===== src/rtl/ale_map.vh =====
// Address map and constants for the angle linearization engine.
// Assumes a 12-bit angle and a 6-bit coefficient word address.
`ifndef ALE_MAP_VH
`define ALE_MAP_VH
`define ALE_SEG_BASE   6'h00
`define ALE_AMP_BASE   6'h11
`define ALE_PH_BASE    6'h1C
`define ALE_OFS_ADDR   6'h27
`define ALE_LAST_ADDR  6'h27
`define ALE_NUM_HARM   4'hB
`define ALE_FIRST_HARM 4'h1
`define ALE_FSO_MAX    12'hFFF
`define ALE_FSO_ZERO   12'h000
`define ALE_SIN_SHIFT  7
`define ALE_FRAC_MSB   7
`define ALE_SEG_MSB    11
`define ALE_SEG_LSB    8
`endif


===== src/rtl/ale_engine.v =====
// Angle linearization engine: segmented or harmonic correction of a 12-bit angle.
// Assumes angle, write and NVM read data come from logic on clk_i (no sync needed).
`timescale 1ns/100ps
`include "ale_map.vh"

// Function
// - Exactly one of two methods, segmented or harmonic, is applied, picked by mode_harm_i.
// - Segmented mode splits the input angle range into sixteen equal segments, neighbours sharing an endpoint.
// - Inside a segment the output is a straight line between the segment's two endpoints.
// - Harmonic mode sums correction terms of up to eleven harmonics.
// - One amplitude and one phase coefficient are held for every harmonic.
// - Harmonic mode takes the angle, then adds the offset, then builds the terms.
// - Each term is amplitude times sine of harmonic index times angle plus phase.
// - Coefficients are loaded from NVM after reset and may be overwritten one by one later.
// - The result is unsigned and spans zero to the full twelve-bit code.
module ale_engine (
	input  wire        clk_i,
	input  wire        arst_n_i,
	input  wire        ce_i,
	input  wire        mode_harm_i,
	input  wire [11:0] angle_i,
	input  wire        angle_vld_i,
	input  wire        coef_we_i,
	input  wire [5:0]  coef_addr_i,
	input  wire [11:0] coef_data_i,
	input  wire [11:0] nvm_rd_data_i,
	output reg         nvm_rd_o,
	output reg  [5:0]  nvm_addr_o,
	output reg         load_done_o,
	output reg         busy_o,
	output reg  [11:0] angle_result_register_o,
	output reg         result_vld_o
);

	localparam [5:0] ST_LOAD = 6'h01;
	localparam [5:0] ST_IDLE = 6'h02;
	localparam [5:0] ST_SEG  = 6'h04;
	localparam [5:0] ST_OFFS = 6'h08;
	localparam [5:0] ST_HARM = 6'h10;
	localparam [5:0] ST_DONE = 6'h20;

	// Coefficient word map, one 12-bit word per address:
	//   0x00..0x10  segment endpoints, seventeen points bounding sixteen segments
	//   0x11..0x1B  signed harmonic amplitudes for harmonics one to eleven
	//   0x1C..0x26  harmonic phases, a full 12-bit code being one turn
	//   0x27        angle offset added before the harmonic terms are built
	// Harmonics that are not wanted must be given amplitude zero; there is no
	// separate enable, which keeps the sequencer at a fixed eleven steps.
	// The conversion latency is therefore constant per method: two cycles for
	// segmented and fourteen for harmonic, independent of the coefficients.
	// Runtime writes go straight to the working copy and may land in the middle
	// of a running conversion; the terms already summed keep the old value.
	// The working copy is not reset: its content is only trusted once
	// load_done_o has risen after the last nonvolatile word has landed.

	// Quarter-wave sine, 6-bit phase, amplitude 127; coarse but enough for small corrections
	function signed [8:0] ale_sin;
		input [11:0] ph;
		reg   [3:0]  idx;
		reg   [7:0]  mag;
		begin
			// Index mirrored in the second and fourth quarter, sign from the top bit
			idx = ph[10] ? ~ph[9:6] : ph[9:6];
			case (idx)
				4'h0: mag = 8'h06;
				4'h1: mag = 8'h13;
				4'h2: mag = 8'h1F;
				4'h3: mag = 8'h2B;
				4'h4: mag = 8'h36;
				4'h5: mag = 8'h41;
				4'h6: mag = 8'h4C;
				4'h7: mag = 8'h55;
				4'h8: mag = 8'h5E;
				4'h9: mag = 8'h66;
				4'hA: mag = 8'h6D;
				4'hB: mag = 8'h73;
				4'hC: mag = 8'h78;
				4'hD: mag = 8'h7B;
				4'hE: mag = 8'h7E;
				default: mag = 8'h7F;
			endcase
			ale_sin = ph[11] ? -$signed({1'b0, mag}) : $signed({1'b0, mag});
		end
	endfunction

	reg  [11:0] coef_mem [0:39];
	reg  [5:0]  state_r;
	reg  [5:0]  ld_wa_r;
	reg         ld_pend_r;
	reg  [11:0] angle_r;
	reg  [3:0]  harm_r;
	reg  signed [15:0] acc_r;

	// Wide sums keep the carry visible; the top bit is dropped on purpose to wrap at one turn
	wire [12:0] ofs_sum = {1'b0, angle_r} + {1'b0, coef_mem[`ALE_OFS_ADDR]};
	wire [12:0] fin_sum = {1'b0, angle_r} + {1'b0, acc_r[11:0]};

	// Segment select from the top four angle bits, fraction from the rest
	// The fraction is the low eight angle bits, so each segment spans 256 codes
	wire [3:0]  seg_w  = angle_r[`ALE_SEG_MSB:`ALE_SEG_LSB];
	wire [5:0]  seg_a0 = `ALE_SEG_BASE + {2'b00, seg_w};
	wire [5:0]  seg_a1 = seg_a0 + 6'h01;
	wire [11:0] seg_p0 = coef_mem[seg_a0];
	wire [11:0] seg_p1 = coef_mem[seg_a1];
	wire signed [12:0] seg_diff = $signed({1'b0, seg_p1}) - $signed({1'b0, seg_p0});
	wire signed [21:0] seg_prod = seg_diff * $signed({1'b0, angle_r[`ALE_FRAC_MSB:0]});
	wire signed [14:0] seg_sum  = $signed({3'b000, seg_p0}) + $signed(seg_prod[21:8]);

	// Harmonic term for index harm_r; angle_r already carries the offset here
	// Harmonic n lives at its base address plus n minus one
	wire [5:0]  amp_a  = `ALE_AMP_BASE + {2'b00, harm_r} - 6'h01;
	wire [5:0]  ph_a   = `ALE_PH_BASE + {2'b00, harm_r} - 6'h01;
	wire [15:0] n_t    = harm_r * angle_r;
	wire [11:0] h_ph   = n_t[11:0] + coef_mem[ph_a];
	wire signed [20:0] h_prod = $signed(coef_mem[amp_a]) * ale_sin(h_ph);
	wire signed [20:0] h_term = h_prod >>> `ALE_SIN_SHIFT;

	// Coefficient memory: NVM load first, runtime single writes afterwards
	always @(posedge clk_i) begin
		if (ce_i) begin
			if (ld_pend_r)
				coef_mem[ld_wa_r] <= nvm_rd_data_i;
			else if (coef_we_i && state_r != ST_LOAD && coef_addr_i <= `ALE_LAST_ADDR)
				coef_mem[coef_addr_i] <= coef_data_i;
		end
	end

	// Load timing: the strobe runs for forty back-to-back cycles, one address each.
	// Read data arrives one cycle after its strobe, so the write address is the
	// strobe address delayed by one; ld_pend_r marks that a word is in flight.
	// Runtime writes are refused until the load has finished, otherwise a late
	// nonvolatile word could overwrite a value software has just written.

	// Sequencer: load, then one conversion per accepted angle
	always @(posedge clk_i or negedge arst_n_i) begin
		if (!arst_n_i) begin
			state_r                 <= ST_LOAD;
			nvm_rd_o                <= 1'b0;
			nvm_addr_o              <= 6'h00;
			ld_wa_r                 <= 6'h00;
			ld_pend_r               <= 1'b0;
			load_done_o             <= 1'b0;
			busy_o                  <= 1'b1;
			angle_r                 <= 12'h000;
			harm_r                  <= 4'h0;
			acc_r                   <= 16'h0000;
			angle_result_register_o <= 12'h000;
			result_vld_o            <= 1'b0;
		end else if (ce_i) begin
			result_vld_o <= 1'b0;
			ld_pend_r    <= nvm_rd_o; // Data returns one cycle after the read strobe
			ld_wa_r      <= nvm_addr_o;
			case (state_r)
				ST_LOAD: begin
					// Strobe each address once; finish after the last word lands
					if (!nvm_rd_o && !ld_pend_r && !load_done_o) begin
						nvm_rd_o <= 1'b1;
					end else if (nvm_rd_o) begin
						if (nvm_addr_o == `ALE_LAST_ADDR)
							nvm_rd_o <= 1'b0;
						else
							nvm_addr_o <= nvm_addr_o + 6'h01;
					end else if (ld_pend_r) begin
						load_done_o <= 1'b1;
						busy_o      <= 1'b0;
						state_r     <= ST_IDLE;
					end
				end
				ST_IDLE: begin
					// Angle and method captured together; a later mode change waits
					if (angle_vld_i) begin
						angle_r <= angle_i;
						busy_o  <= 1'b1;
						state_r <= mode_harm_i ? ST_OFFS : ST_SEG;
					end
				end
				ST_SEG: begin
					// Clamp keeps the line inside the unsigned output span
					if (seg_sum < 0)
						angle_result_register_o <= `ALE_FSO_ZERO;
					else if (seg_sum > $signed({3'b000, `ALE_FSO_MAX}))
						angle_result_register_o <= `ALE_FSO_MAX;
					else
						angle_result_register_o <= seg_sum[11:0];
					result_vld_o <= 1'b1;
					busy_o       <= 1'b0;
					state_r      <= ST_IDLE;
				end
				ST_OFFS: begin
					// Offset applied before any term is built
					angle_r <= ofs_sum[11:0];
					acc_r   <= 16'h0000;
					harm_r  <= `ALE_FIRST_HARM;
					state_r <= ST_HARM;
				end
				ST_HARM: begin
					// One harmonic per cycle; a single multiplier is shared by all
					acc_r <= acc_r + h_term[15:0];
					if (harm_r == `ALE_NUM_HARM)
						state_r <= ST_DONE;
					else
						harm_r <= harm_r + 4'h1;
				end
				ST_DONE: begin
					// 12-bit add wraps naturally at one full turn
					angle_result_register_o <= fin_sum[11:0];
					result_vld_o <= 1'b1;
					busy_o       <= 1'b0;
					state_r      <= ST_IDLE;
				end
				default: begin
					state_r <= ST_IDLE;
				end
			endcase
		end
	end

endmodule // ale_engine


===== config.mk =====
export PLATFORM = sky130hd
export DESIGN_NAME = ale_engine
export DESIGN_NICKNAME = d
export VERILOG_FILES = /design/src/rtl/ale_engine.v
export VERILOG_INCLUDE_DIRS = /design/src /design/src/rtl
export SDC_FILE = /design/constraint.sdc
export NUM_CORES = 1
export LEC_CHECK = 0
export BUFFER_PORTS_ARGS = -buffer_cell sky130_fd_sc_hd__buf_2
export CAP_MARGIN = 20
export CORE_ASPECT_RATIO = 1.25
export CORE_MARGIN = 5
export CORE_UTILIZATION = 49
export CTS_CLUSTER_SIZE = 30
export DETAILED_ROUTE_END_ITERATION = 8
export PLACE_DENSITY = 0.69
export SLEW_MARGIN = 20
export SYNTH_ARGS = -nofsm -noshare
export SYNTH_HDL_FRONTEND = slang
export SYNTH_SLANG_ARGS = --single-unit

===== constraint.sdc =====
create_clock -name clk_i -period 22.5 [get_ports clk_i]
set_clock_uncertainty 0.05 [all_clocks]
set_input_delay 2.25 -clock clk_i [delete_from_list [all_inputs] [get_ports clk_i]]
set_output_delay 2.25 -clock clk_i [all_outputs]
set_load 0.05 [all_outputs]

# Yosys cells after proc, flatten, opt, wreduce, memory -nomap -nowiden
# Memories as Yosys holds them, arrays and structs flattened.
# Cells that the tools add are included.
[classes]
add_sub_neg = 14
n_mul = 3
magnitude_cmp = 3
n_eq_ne = 15
n_mux = 36
bitwise_logic = 4
n_reduce_logical = 22
[ops]
columns = ["cell", "n"]
rows = [
  ["$mux 12", 4],
  ["$pmux 12 s2", 2],
  ["$add 12x12->12", 3],
  ["$mux 6", 6],
  ["$pmux 16 s2", 1],
  ["$pmux 6 s4", 1],
  ["$mul 13x9->22", 1],
  ["$mul 12x9->21", 1],
  ["$add 16x16->16", 1],
  ["$mux 1", 16],
  ["$add 13x14->15", 1],
  ["$gt 15x13->1 const B", 1],
  ["$lt 15x1->1 const B", 1],
  ["$sub 12x12->13", 1],
  ["$add 5x4->6 const A", 2],
  ["$eq 6x6->1 const B", 2],
  ["$mul 4x12->12", 1],
  ["$mux 4", 3],
  ["$ne 2x2->1 const B", 6],
  ["$reduce_and 6->1", 2],
  ["$reduce_or 12->1", 1],
  ["$sub 6x1->6 const B", 2],
  ["$reduce_and 5->1", 2],
  ["$mux 9", 1],
  ["23 further kinds", 35],
]
[totals]
regBits = 67
ramBits = 480
rom_bits = 112
inputBits = 48
out_inout_bits = 22
word_cells = 111
mem_count = 2
[memory_table]
columns = ["name", "words", "word_bits", "rd", "rd_ports_with_merged_regs", "wr", "line", "rtl"]
rows = [
  ["coef_mem", 40, 12, 5, 0, 1, "ale_engine.v:86", "reg [11:0] coef_mem [0:39];"],
  ["(no name shown)", 16, 7, 1, 0, 0, "ale_engine.v:64", "case (idx)"],
]

# Logic depth before layout (Yosys ltp)
# Gate-level depths: netlist of run 1.
# An unclocked memory read counts as a cell.
[depth]
word_depth = 12
depth_mapped = 73
depth_no_buf = 59

# Worst setup path after synthesis of run 1
# No wires, ideal clock.
[synth_timing]
path_type = "flip-flop to flip-flop"
start = "register harm_r[0]"
end = "register acc_r[11]"
setup_ns = 0.129
arrival_time_ns = 15.466
path_slack_ns = 6.855
path_stages_with_launch = 70
synth_period_minus_slack_ns = 15.645
cell_sequence = "dfrtp_1 > buf_6 > buf_4 > buf_2 > buf_2 > buf_2 > buf_2 > buf_1 > clkbuf_1 > clkbuf_1 > inv_1 > ha_1 > clkbuf_1 > buf_1 > clkbuf_1 > clkbuf_1 > mux4_2 > a211oi_1 > [... 34 more ...] > ha_1 > a21oi_1 > o21ai_0 > xnor2_1 > ha_1 > a21oi_1 > o21bai_1 > a21oi_1 > o21bai_1 > a21oi_1 > o21ai_0 > a21o_1 > a21oi_1 > xnor2_1 > xnor2_1 > xnor2_1 > xnor2_1 > o21ai_1"
[synth_via]
elab_chain_len = 12
elab_cells_between_ends = 15
[synth_lines]
columns = ["element", "line", "rtl"]
rows = [
  ["from (decl)", "ale_engine.v:91", "reg [3:0] harm_r;"],
  ["from (signal assigned)", "ale_engine.v:193", "harm_r <= `ALE_FIRST_HARM;"],
  ["from (signal assigned)", "ale_engine.v:202", "harm_r <= harm_r + 4'h1;"],
  ["$add 5x4->6 (no line)", "-", ""],
  ["$sub 6x1->6 (no line)", "-", ""],
  ["$mem_v2 40x12", "-", ""],
  ["$add 12x12->12", "ale_engine.v:114", "wire [11:0] h_ph = n_t[11:0] + coef_mem[ph_a];"],
  ["$not 4->4", "ale_engine.v:63", "idx = ph[10] ? ~ph[9:6] : ph[9:6];"],
  ["$mux 4", "ale_engine.v:63", ""],
  ["$mem_v2 16x7", "-", ""],
  ["$neg 8->9", "ale_engine.v:82", "ale_sin = ph[11] ? -$signed({1'b0, mag}) : $signed({1'b0, mag});"],
  ["$mux 9", "ale_engine.v:82", ""],
  ["$mul 12x9->21 *", "ale_engine.v:115", "wire signed [20:0] h_prod = $signed(coef_mem[amp_a]) * ale_sin(h_ph);"],
  ["$add 16x16->16 *", "ale_engine.v:198", "acc_r <= acc_r + h_term[15:0];"],
  ["$pmux 16 s2 *", "ale_engine.v:153", "case (state_r)"],
  ["to (signal assigned)", "ale_engine.v:198", ""],
  ["to (decl)", "ale_engine.v:92", "reg signed [15:0] acc_r;"],
]
# Mark *: on every way between the ends. The rest lies on a longest branch, timed or not.
# A chain may end at the register's enable or synchronous reset.

# Final worst setup path of run 1
# Same ends and word-level chain as after synthesis.

==> results by stage, run 1 <==
Synth:
- The share of the synthesized area in the top cell type is 40.0%.
- Synthesis inferred 542 register bits.
- The mean instance size in the synthesized netlist is 13.2 um2.
- The proportion of register bits with asynchronous set or reset after synthesis is 11.6%.
- The net count of the mapped netlist is 3,133.
- The yosys synthesis warning count is 0.
- Ranked by total cell area, the synthesized netlist is headed by sky130_fd_sc_hd__edfxtp_1 (40%), sky130_fd_sc_hd__mux4_2 (14%), sky130_fd_sc_hd__fa_1 (11%).
- Yosys mapped the design onto 83 distinct sky130hd cell types.
- The library cell occupying the most area in the post-synthesis netlist is sky130_fd_sc_hd__edfxtp_1.
- The area of the mapped netlist is 36,000 um2.
- The share of the Yosys chip area taken by registers is 44.4%.
- Synthesis produced 2,733 cells.
- In this run, synthesis inferred 479 flip-flops with an integrated enable.
- Among all flip-flop cells after synthesis, the most frequent one is sky130_fd_sc_hd__edfxtp_1.

Critical path:
- Across all register-to-register paths, the minimum setup slack is 7100 ps.
- The critical path crosses 56 cells after its start point.
- The most frequent cell on the critical path is sky130_fd_sc_hd__a21oi_1.
- In this run the critical register-to-register path is captured at acc_r[11]$_DFFE_PN0P_.
- The slowest stage of the critical path is the sky130_fd_sc_hd__buf_4 cell.
- The most critical setup path has its startpoint at harm_r[0]$_DFFE_PN0P_.
- The origin of the critical flop-to-flop path is harm_r[0]$_DFFE_PN0P_.
- The number of buffer and inverter instances along the worst setup path is 9.
- The launching element type of the critical path is a flop.
- In this run the worst setup path terminates at acc_r[11]$_DFFE_PN0P_.
- The kind of cell with the highest combined delay along the critical path is adder cells.
- The critical path capture point type is a flop.
- For the worst setup path, the data required time is around 23,000 ps.
- The worst reg-to-reg path cell count is 56.
- The data arrival time of the critical path is 15,830 ps.
- The critical path is of the flop to flop type.
- For this run, the slowest stage of the critical path takes between 800 and 900 ps.
- In this run the worst path has a maximum fanout of 58.

Detailed routing:
- The average routed wire per standard cell is 26.8 um.
- The via count normalized by instance count is 6.19.
- The number of DRC violations after detailed routing is 0.
- For this block, the initial DRC count from the detailed router was about 2,200.
- The detailed router used layers up to and including met5.
- The total met3 wirelength after detailed routing is 6550 um.
- The vias after detailed routing is 23,374.
- The post-detailed-routing wire length is roughly 100,000 um.
- Wire segments on met2 add up to 51,700 um in the final route.
- The number of routed nets with antenna violations is 0.
- The detailed router put a total of 37,600 um of wire on met1.
- The number of optimization iterations in the first detailed-route pass is 5.

Flow run:
- The tool flagged a number of max-cap violations equal to 0.

Global routing:
- After global routing the overflow that remains totals 0.
- Entering global routing, the biggest net connects 64 pins.
- The first global-routing pass estimated 153,000 um of wire.
- Global routing used about a quarter of the available tracks across all layers.
- The number of antenna violations at the first check in global routing is 4.
- The via count of the first global-routing pass was 24,402.

STA:
- The time the final worst path needs with I/O delays and setup is 15,400 ps.
- For the pin with the worst max-slew slack, the measured transition is 1160 ps.
- The total count of max-transition violations in the final report is 0.
- The total setup violations reported at the end of the flow is 0.
- The count of final hold-check violations was 0.
- The share of the clock period used by the worst path is about two thirds.
- The worst pin sits at a relative slew slack of 21.9%.
- Setup repair after global routing left no endpoint under its margin.
- Setup total negative slack on the finished layout was measured at 0 ps.
- The upper clock frequency limit is 0.0649 GHz.

Cells and area:
- The area taken by flip-flops and latches is 16,000 um2.
- The multi-input combinational cells in the finished layout cover a total of 18,500 um2.
- The fraction of layout instances using a drive strength above 1 is 18.1%.
- The layout overhead on the synthesized area is 8.93%.
- In the final design database the tool counted about 3,200 nets.
- The fill cell total of the finished layout is 6,030.

Clocking:
- The H-tree depth is 2.
- The clock network latency to the later pin of the worst-skew pair is 620 ps.
- The clock transition at the register clock pins on the worst setup and hold paths after CTS is 70 ps.
- TritonCTS built the clock tree.
- The number of instances resized during post-cts repair is 0.
- The maximum clock path buffer count is 3.
- In this run the post-CTS setup repair buffer count came out at 0.
- The number of clock sinks is 542.
- CTS placed an instance of sky130_fd_sc_hd__clkbuf_16 at the clock tree root.
- After clock tree synthesis, the flow added hold-fix buffers numbering 0.
- The number of buffers created by CTS is between 50 and 60.

Floorplanning:
- The initial core utilization is 49.2%.
- The width of the chip is 252 um.
- The region available for standard cell placement spans 73,100 um2.
- 70 I/O pins were placed.
- The die footprint is 78,900 um2.
- The die is 313 um tall.
- In this run the core area contains 111 standard-cell rows.

Place:
- The count of buffers inserted at the top-level ports is 69.
- The HPWL after detailed placement is 74,700 um.
- Routability-driven placement finished with a final weighted congestion of 0.951.

Worst hold path:
- The class of the worst hold path is flop to flop.

Outcome:
- The flow ran to the end, and the final reports show no timing, DRC or antenna violations.
## routing by layer
| metal | track usage [%] | up-vias |
|---|---|---|
| met5 | 0 | - |
| met4 | 11.0 | 2 |
| met3 | 3.63 | 239 |
| met2 | 44.7 | 1051 |
| met1 | 32.2 | 12029 |
| li1 | - | 10053 |
## through the flow
| stage | util (%) | std cells | setup WS [ps] | hold WS, ps | area (um2) |
|---|---|---|---|---|---|
| after floorplan | - | 2733 | 6860 | 432 | 36000 |
| after global placement | 51.1 | 3671 | 7080 | 416 | 37400 |
| after detailed placement | 51.2 | 3673 | 7110 | 435 | 37400 |
| after CTS | 53.6 | 3773 | 7080 | 452 | 39200 |
| after global routing | 53.6 | 3773 | 5820 | 472 | 39200 |
| final | 53.6 | 3774 | 7100 | 447 | 39200 |
## synth_stat cells, drive strengths merged (9+ instances only)
library cell and count:
ha 156, a21oi 115, buf 37, a211oi 23
a221o 11, edfxtp 479, xor2 32, nor2b 53
nand3 34, dfrtp 61, nand2b 34, clkbuf 95
mux2 35, a31oi 20, nand4 13, nor3 23
o21a 11, mux2i 51, xnor2 84, inv 273
and3 9, or3 10, nor2 154, mux4 229
o21ai 88, fa 196, and2 81, o21bai 27
nand2 180, a21o 29
## sequential cells by signal, indices dropped and copies added, names as in the netlist
register,count
nvm_addr_o,6
state_r,6
load_done_o,1
ld_pend_r,1
harm_r,4
busy_o,1
ld_wa_r,6
angle_r,12
result_vld_o,1
angle_result_register_o,12
acc_r,12
nvm_rd_o,1
coef_mem,479
## placed cells by master (no fill, tap or decap), types with 69 or more instances in the layout
cell type                  instances
sky130_fd_sc_hd__o21ai_0          82
sky130_fd_sc_hd__and2_1           81
sky130_fd_sc_hd__fa_1            196
sky130_fd_sc_hd__nor2_1          133
sky130_fd_sc_hd__xnor2_1          82
sky130_fd_sc_hd__ha_1            154
sky130_fd_sc_hd__a21oi_1         113
sky130_fd_sc_hd__edfxtp_1        479
sky130_fd_sc_hd__nand2_1         180
sky130_fd_sc_hd__inv_1           273
sky130_fd_sc_hd__mux4_2          229
sky130_fd_sc_hd__buf_2            69
## cell families after synthesis
logic type	synth area share (%)
flops	44.4
buf+inv	4.30
mux	16.9
xor+xnor	2.87
simple gates	8.33
fa+ha+maj	16.3
compound gates	6.90
## worst min-delay path by stage
| stage | from | end | cells after the start |
|---|---|---|---|
| after floorplan | ld_wa_r[5]$_DFFE_PN0P_ | ld_wa_r[5]$_DFFE_PN0P_ | 1 |
| after global placement | load_done_o$_DFFE_PN0P_ | load_done_o$_DFFE_PN0P_ | 1 |
| after detailed placement | load_done_o$_DFFE_PN0P_ | nvm_rd_o$_DFFE_PN0P_ | 1 |
| after CTS | load_done_o$_DFFE_PN0P_ | nvm_rd_o$_DFFE_PN0P_ | 1 |
| after global routing | angle_result_register_o[1]$_DFFE_PN0P_ | angle_result_register_o[1]$_DFFE_PN0P_ | 2 |
| final | load_done_o$_DFFE_PN0P_ | nvm_rd_o$_DFFE_PN0P_ | 1 |
## final cells by class
type	instances	area share, %
Antenna cell	1	0.00639
Multi-Input combinational cell	1786	47.3
Timing Repair Buffer	112	1.72
Clock buffer	67	3.73
Clock inverter	33	0.741
Tap cell	960	3.07
Sequential cell	542	40.8
Inverter	273	2.62
Power of run 1 is not shown: default switching activity piles up to over one toggle a cycle in this logic, so the estimate is an artifact.
==> run 2, diff against run 1 <==
- clock period: 22.5 -> 14.87 ns (I/O delays scaled with it)
==> run 2 against run 1 <==
  * Utilization up 0.63 points
  * Largest cell class unchanged
  * Wire length up 0.33%
  * Worst hold slack better by 4.3 ps
  * Critical path type unchanged
  * Register-to-register slack worse by 6200 ps
  * First-iteration DRC count shrank 4.5%
  * Highest routed layer unchanged
==> results by stage, run 2 (synthesized netlist as in run 1, its figures left out) <==
Outcome:
- The run finished with clean final reports.

Global routing:
- The number of antenna violations at the first check in global routing is 2 (-2).
- The via count of the first global-routing pass was 24,324 (-0.32%).
- The pin count of the biggest net entering global routing is 125 (+95%).
- The global router's overall resource usage is 25.5% (-0.16 points).
- The total congestion overflow after global routing came to 0 (unchanged).
- The global-route wire length before repair is 152,000 um (-0.73%).

Detailed routing:
- The average routed wire per standard cell is 26.7 um (-0.44%).
- The via count normalized by instance count is 6.14 (-0.94%).
- The vias after detailed routing is 23,333 (-0.18%).
- The number of routed nets with antenna violations is 0 (unchanged).
- The number of DRC violations after detailed-routing iteration 0 was 2,131 (-4.5%).
- The post-detailed-routing wire length is 101,000 um (+0.33%).
- The number of DRC violations after detailed routing is 0 (unchanged).
- The number of optimization iterations in the first detailed-route pass is 5 (unchanged).

Clocking:
- The clock network latency to the later pin of the worst-skew pair is 630 ps (about the same).
- The clock transition at the register clock pins on the worst setup and hold paths after CTS is 80 ps (about the same).
- The CTS tree is built.
- The number of buffers created by CTS came to 54 (-1.8%).
- The cell sitting at the root of the clock tree is a sky130_fd_sc_hd__clkbuf_16.
- The number of clock sinks was 542 (unchanged).
- The H-tree depth is 2 (unchanged).
- The maximum clock path buffer count came to 3 (unchanged).
- The hold buffer count at cts is 0 (unchanged).

Critical path:
- The data arrival time of the critical path is 14,400 ps (-1430 ps).
- The critical path capture point type is a flop.
- The largest stage delay on the critical path is 550 ps (-310 ps).
- The category of cells accounting for the largest share of critical-path delay is adder cells.
- The slowest stage cell on the critical path is sky130_fd_sc_hd__fa_1.
- The number of buffer and inverter instances along the worst setup path is 9 (unchanged).
- The number of stages on the worst setup path came to 57 (+1.8%).
- The critical setup path kind is flop to flop.
- The maximum fanout along the worst path is 16 (-72%).
- The data required time of the worst path was 15,310 ps (-7620 ps).
- The launching element type of the critical path is a flop.
- The worst reg-to-reg path cell count is 57 (+1.8%).
- The cell that appears most often on the critical path is sky130_fd_sc_hd__inv_1.

STA:
- The upper clock frequency limit is 0.0716 GHz (+10%).
- The count of final hold-check violations is 0 (unchanged).
- The total setup violations reported at the end of the flow came to 0 (unchanged).
- Setup repair after global routing left no endpoint under its margin.
- The share of the clock period used by the worst path came to 93.9% (+25 points).
- The remaining max-slew budget at the tightest pin is 23.5% (+1.6 points).
- The post-route setup TNS is 0 ps (unchanged).
- The measured slew at the worst slew-check pin is 1140 ps (-23.3 ps).
- The time the final worst path needs with I/O delays and setup was 13,970 ps (-1440 ps).
- The total count of max-transition violations in the final report is 0 (unchanged).

Floorplanning:
- The initial core utilization was 49.2% (unchanged).
- The cell row count came to 111 (unchanged).
- The area of the core is 73,100 um2 (unchanged).
- The width of the chip is 252 um (unchanged).
- The count of pins on the block boundary came to 70 (unchanged).
- The die height is 313 um (unchanged).
- The die footprint is 78,900 um2 (unchanged).

Place:
- The sum of net half-perimeters after detailed placement is 74,100 um (-0.84%).
- The last weighted congestion value of the routability-driven placer was 0.982 (+3.2%).
- The count of buffers inserted at the top-level ports is 69 (unchanged).

Worst hold path:
- The number of stages on the worst hold path is 1 (unchanged).
- The tightest min-delay check is of the flop to flop type.

Cells and area:
- The fraction of layout instances using a drive strength above 1 came to 19.1% (+1.0 points).
- In the layout the commonest cells are sky130_fd_sc_hd__edfxtp_1 (479), sky130_fd_sc_hd__inv_1 (273), sky130_fd_sc_hd__mux4_2 (229).
- Leaving out fill and tap cells, the most frequent cell in the layout is sky130_fd_sc_hd__edfxtp_1.
- The number of antenna diodes is 0 (-1).
- Counting flops per register, the top entry is coef_mem.
- The area taken by flip-flops and latches came to 16,000 um2 (unchanged).
- The number of flip-flops in the largest register is 479 (unchanged).
- The layout overhead on the synthesized area is 10.2%.
- The fill cell total of the finished layout is 5,963 (-1.1%).
- The area occupied by multi-input gates is 18,500 um2 (about the same).
- The number of nets in the finished design is 3,197 (+0.85%).

Flow run:
- The max-capacitance violation count is 0 (unchanged).
run 2: what timing repair did:
action / CTS / global route
endpoints found under the setup margin: 0 / 1
resized for setup: 0 / 2
setup buffers: 0 / 0
run 2: cell type report:
type | instances | area share [%]
multi-input cells | 1786 | 46.8
flip-flops and latches | 542 | 40.3
clock buffers | 60 | 3.52
well taps | 960 | 3.03
inverters | 273 | 2.59
repair buffers | 140 | 2.34
clock inverters | 42 | 1.43
run 2: worst reg2reg max path, delay by kind of cell, from the launching register on:
kind,cells,cell delay [ps]
xor+xnor,7,1400
simple gates,12,2540
fa+ha+maj,12,4880
flops,1,520
buf+inv,9,1080
compound gates,16,3050
mux,1,330
run 2: metal layers:
| metal | vias up | track usage, % | share of wire [%] |
|---|---|---|---|
| met2 | 936 | 44.0 | 51 |
| met3 | 238 | 3.71 | 6.2 |
| met5 | - | 0 | 0.013 |
| li1 | 10108 | - | - |
| met4 | 2 | 12.1 | 5.9 |
| met1 | 12049 | 31.8 | 37 |
run 2: per-stage QoR:
step / hold WS [ps] / util (%) / instances / instance area (um2) / worst slack, ps
floorplan: 432 / - / 2733 / 36000 / 71.7
global placement: 438 / 51.5 / 3700 / 37600 / 1250
detailed placement: 439 / 51.5 / 3700 / 37600 / 884
CTS: 458 / 54.2 / 3802 / 39600 / 822
global route: 488 / 54.2 / 3803 / 39600 / 22.8
finish: 451 / 54.2 / 3803 / 39600 / 904
run 2: path summary, 6_finish.rpt:
kind / from / end / slack [ps]
min in group asynchronous: arst_n_i / angle_result_register_o[7]$_DFFE_PN0P_ / 1020
max: harm_r[1]$_DFFE_PN0P_ / acc_r[11]$_DFFE_PN0P_ / 900
max in group asynchronous: arst_n_i / harm_r[0]$_DFFE_PN0P_ / 13040
min reg2reg: load_done_o$_DFFE_PN0P_ / load_done_o$_DFFE_PN0P_ / 450
max reg2reg: harm_r[1]$_DFFE_PN0P_ / acc_r[11]$_DFFE_PN0P_ / 900
min: load_done_o$_DFFE_PN0P_ / load_done_o$_DFFE_PN0P_ / 450
Power of run 2 is left out for the same reason.
==> run 3, diff against run 2 <==
- BUFFER_PORTS_ARGS: -buffer_cell sky130_fd_sc_hd__buf_2 -> -buffer_cell sky130_fd_sc_hd__buf_4
==> run 3 against run 2 <==
  * Sequential share of layout area grew 0.082 points
  * Cell count shrank 0.18%
  * Worst hold slack lost 5.2 ps
  * Global-route usage grew 0.10 points
  * Non-clock buffer count shrank 4
==> results by stage, run 3 (synthesized netlist as in run 1, its figures left out) <==
Outcome:
- The flow ran to the end, and the final reports show no timing, DRC or antenna violations.

Clocking:
- The root buffer cell chosen for the clock tree is sky130_fd_sc_hd__clkbuf_16.
- The clock network latency to the later pin of the worst-skew pair is 630 ps (about the same).
- The H-tree depth was 2 (unchanged).
- The CTS tree is built.
- The maximum clock path buffer count was 3 (unchanged).
- The number of buffers inserted by post-CTS setup repair is 0 (unchanged).
- The clock transition at the register clock pins on the worst setup and hold paths after CTS came to 60 ps (-20 ps).
- The number of buffers created by CTS was 55 (+1.9%).
- The number of instances resized during post-cts repair is 0 (unchanged).
- The number of clock sinks is 542 (unchanged).
- The hold buffer count at cts was 0 (unchanged).

Detailed routing:
- The number of routed nets with antenna violations is 0 (unchanged).
- The vias after detailed routing was 23,608 (+1.2%).
- The number of DRC violations after detailed-routing iteration 0 came to 2,191 (+2.8%).
- The post-detailed-routing wire length is 102,000 um (+0.54%).
- The number of optimization iterations in the first detailed-route pass was 6 (+1).
- The number of DRC violations after detailed routing is 0 (unchanged).
- The via count normalized by instance count is 6.22 (+1.4%).
- The average routed wire per standard cell is 26.9 um (+0.73%).

STA:
- The time the final worst path needs with I/O delays and setup is 13,910 ps (-53.7 ps).
- The upper clock frequency limit came to 0.0719 GHz (+0.39%).
- The share of the clock period used by the worst path was 93.6% (-0.36 points).
- The total setup violations reported at the end of the flow is 0 (unchanged).
- The post-route setup TNS is 0 ps (unchanged).
- The remaining max-slew budget at the tightest pin is 25.5% (+2.0 points).
- The count of final hold-check violations is 0 (unchanged).
- Setup repair after global routing left no endpoint under its margin.
- The setup slack after layout is 958 ps (+53.7 ps).
- The measured slew at the worst slew-check pin is 1110 ps (-30.0 ps).
- The total count of max-transition violations in the final report was 0 (unchanged).

Critical path:
- The data required time of the worst path is 15,290 ps (-20 ps).
- The most frequent cell on the critical path is sky130_fd_sc_hd__inv_1.
- The origin of the critical flop-to-flop path is harm_r[1]$_DFFE_PN0P_.
- The critical path startpoint is harm_r[1]$_DFFE_PN0P_.
- The setup path with the least slack is of type flop to flop.
- The worst setup path is launched from a flop.
- The register-to-register setup slack was 960 ps (+50 ps).
- The maximum fanout along the worst path is 36 (+20).
- The endpoint of the lowest-slack register-to-register path is acc_r[11]$_DFFE_PN0P_.
- The largest individual stage delay along the critical path comes from the cell sky130_fd_sc_hd__fa_1.
- The largest stage delay on the critical path came to 550 ps (about the same).
- STA classifies the critical path endpoint as a flop.
- The worst reg-to-reg path cell count is 58 (+1.8%).
- The data arrival time of the critical path is 14,330 ps (-70 ps).

Floorplanning:
- The die height is 313 um (unchanged).
- The width of the chip is 252 um (unchanged).
- The initial core utilization was 49.2% (unchanged).
- The count of pins on the block boundary is 70 (unchanged).
- The area of the core is 73,100 um2 (unchanged).
- The die footprint was 78,900 um2 (unchanged).
- The cell row count came to 111 (unchanged).

Place:
- The number of placed cells counting well taps is 3,696 (-0.11%).
- The worst setup slack after placement is 898 ps (+14.9 ps).
- The count of buffers inserted at the top-level ports is 69 (unchanged).
- The sum of net half-perimeters after detailed placement is 75,100 um (+1.3%).
- The last weighted congestion value of the routability-driven placer came to 0.915 (-6.8%).

Cells and area:
- The number of flip-flops in the largest register was 479 (unchanged).
- The register with the highest flop count is coef_mem.
- In the layout the commonest cells are sky130_fd_sc_hd__edfxtp_1 (479), sky130_fd_sc_hd__inv_1 (273), sky130_fd_sc_hd__mux4_2 (229).
- The leading cell type in the layout, fill and taps excluded is sky130_fd_sc_hd__edfxtp_1.
- The layout overhead on the synthesized area is 9.98%.
- The final design utilization is 54.1% (-0.11 points).
- The count of non-filler cells in the finished layout is 3,796 (-0.18%).
- The fraction of layout instances using a drive strength above 1 came to 18.5% (-0.62 points).
- The number of nets in the finished design is 3,194 (-0.094%).

Global routing:
- The global-route wire length before repair is 153,000 um (+0.55%).
- The total congestion overflow after global routing is 0 (unchanged).
- The pin count of the biggest net entering global routing is 125 (unchanged).
- The global router's overall resource usage is 25.6% (+0.10 points).
- The via count of the first global-routing pass is 24,806 (+2.0%).
- The number of antenna violations at the first check in global routing is 1 (-1).

Worst hold path:
- The hold path startpoint is load_done_o$_DFFE_PN0P_.
- The path class of the tightest hold or removal check is flop to flop.
- The number of stages on the worst hold path came to 1 (unchanged).
- The end point of the most critical hold path is load_done_o$_DFFE_PN0P_.

Flow run:
- The max-capacitance violation count is 0 (unchanged).
## run 3: cell count changes in the layout (fill, tap and decap cells not counted), moves of 3 or more
cell,delta
sky130_fd_sc_hd__buf_2,-69
sky130_fd_sc_hd__buf_4,+65
sky130_fd_sc_hd__clkbuf_1,+8
sky130_fd_sc_hd__bufinv_16,-7
sky130_fd_sc_hd__clkinv_4,-6
sky130_fd_sc_hd__clkinv_2,+3
## run 3: routing by layer
metal | routed length, um | track usage, % | part of all wire, %
met5 | 13 | 0 | 0.013
met4 | 6330 | 13.2 | 6.2
met1 | 36600 | 31.4 | 36
met3 | 7210 | 3.69 | 7.1
met2 | 51800 | 44.3 | 51
## run 3: final cells by class
cell class / count / area, um2
repair buffers: 136 / 1070
inverters: 273 / 1020
multi-input cells: 1786 / 18500
diodes: 1 / 2.50
flip-flops and latches: 542 / 16000
well taps: 960 / 1200
clock buffers: 68 / 1430
fillers: 5998 / 33500
clock inverters: 30 / 315
## run 3: metrics by stage
| stage | hold slack (ps) | area [um2] |
|---|---|---|
| 3_3_place_gp | 421 | 37700 |
| 2_1_floorplan | 432 | 36000 |
| 4_1_cts | 454 | 39500 |
| 5_1_grt | 469 | 39500 |
| 3_5_place_dp | 444 | 37800 |
| 6_report | 446 | 39500 |
## run 3: worst max-delay path, delay by kind of cell, from the launching register on
| family | cells | cell delay, ps |
|---|---|---|
| fa+ha+maj | 12 | 4930 |
| compound gates | 16 | 2840 |
| simple gates | 13 | 2570 |
| xor+xnor | 7 | 1410 |
| buf+inv | 9 | 1070 |
| flops | 1 | 500 |
| mux | 1 | 340 |
## run 3: how the worst max path moves through the flow
stage	end	slack, ps
2_1_floorplan	acc_r[11]$_DFFE_PN0P_	70
5_1_grt	acc_r[11]$_DFFE_PN0P_	30
4_1_cts	acc_r[11]$_DFFE_PN0P_	830
3_5_place_dp	acc_r[11]$_DFFE_PN0P_	900
6_report	acc_r[11]$_DFFE_PN0P_	960
3_3_place_gp	acc_r[11]$_DFFE_PN0P_	1160
Power of run 3 is left out for the same reason.
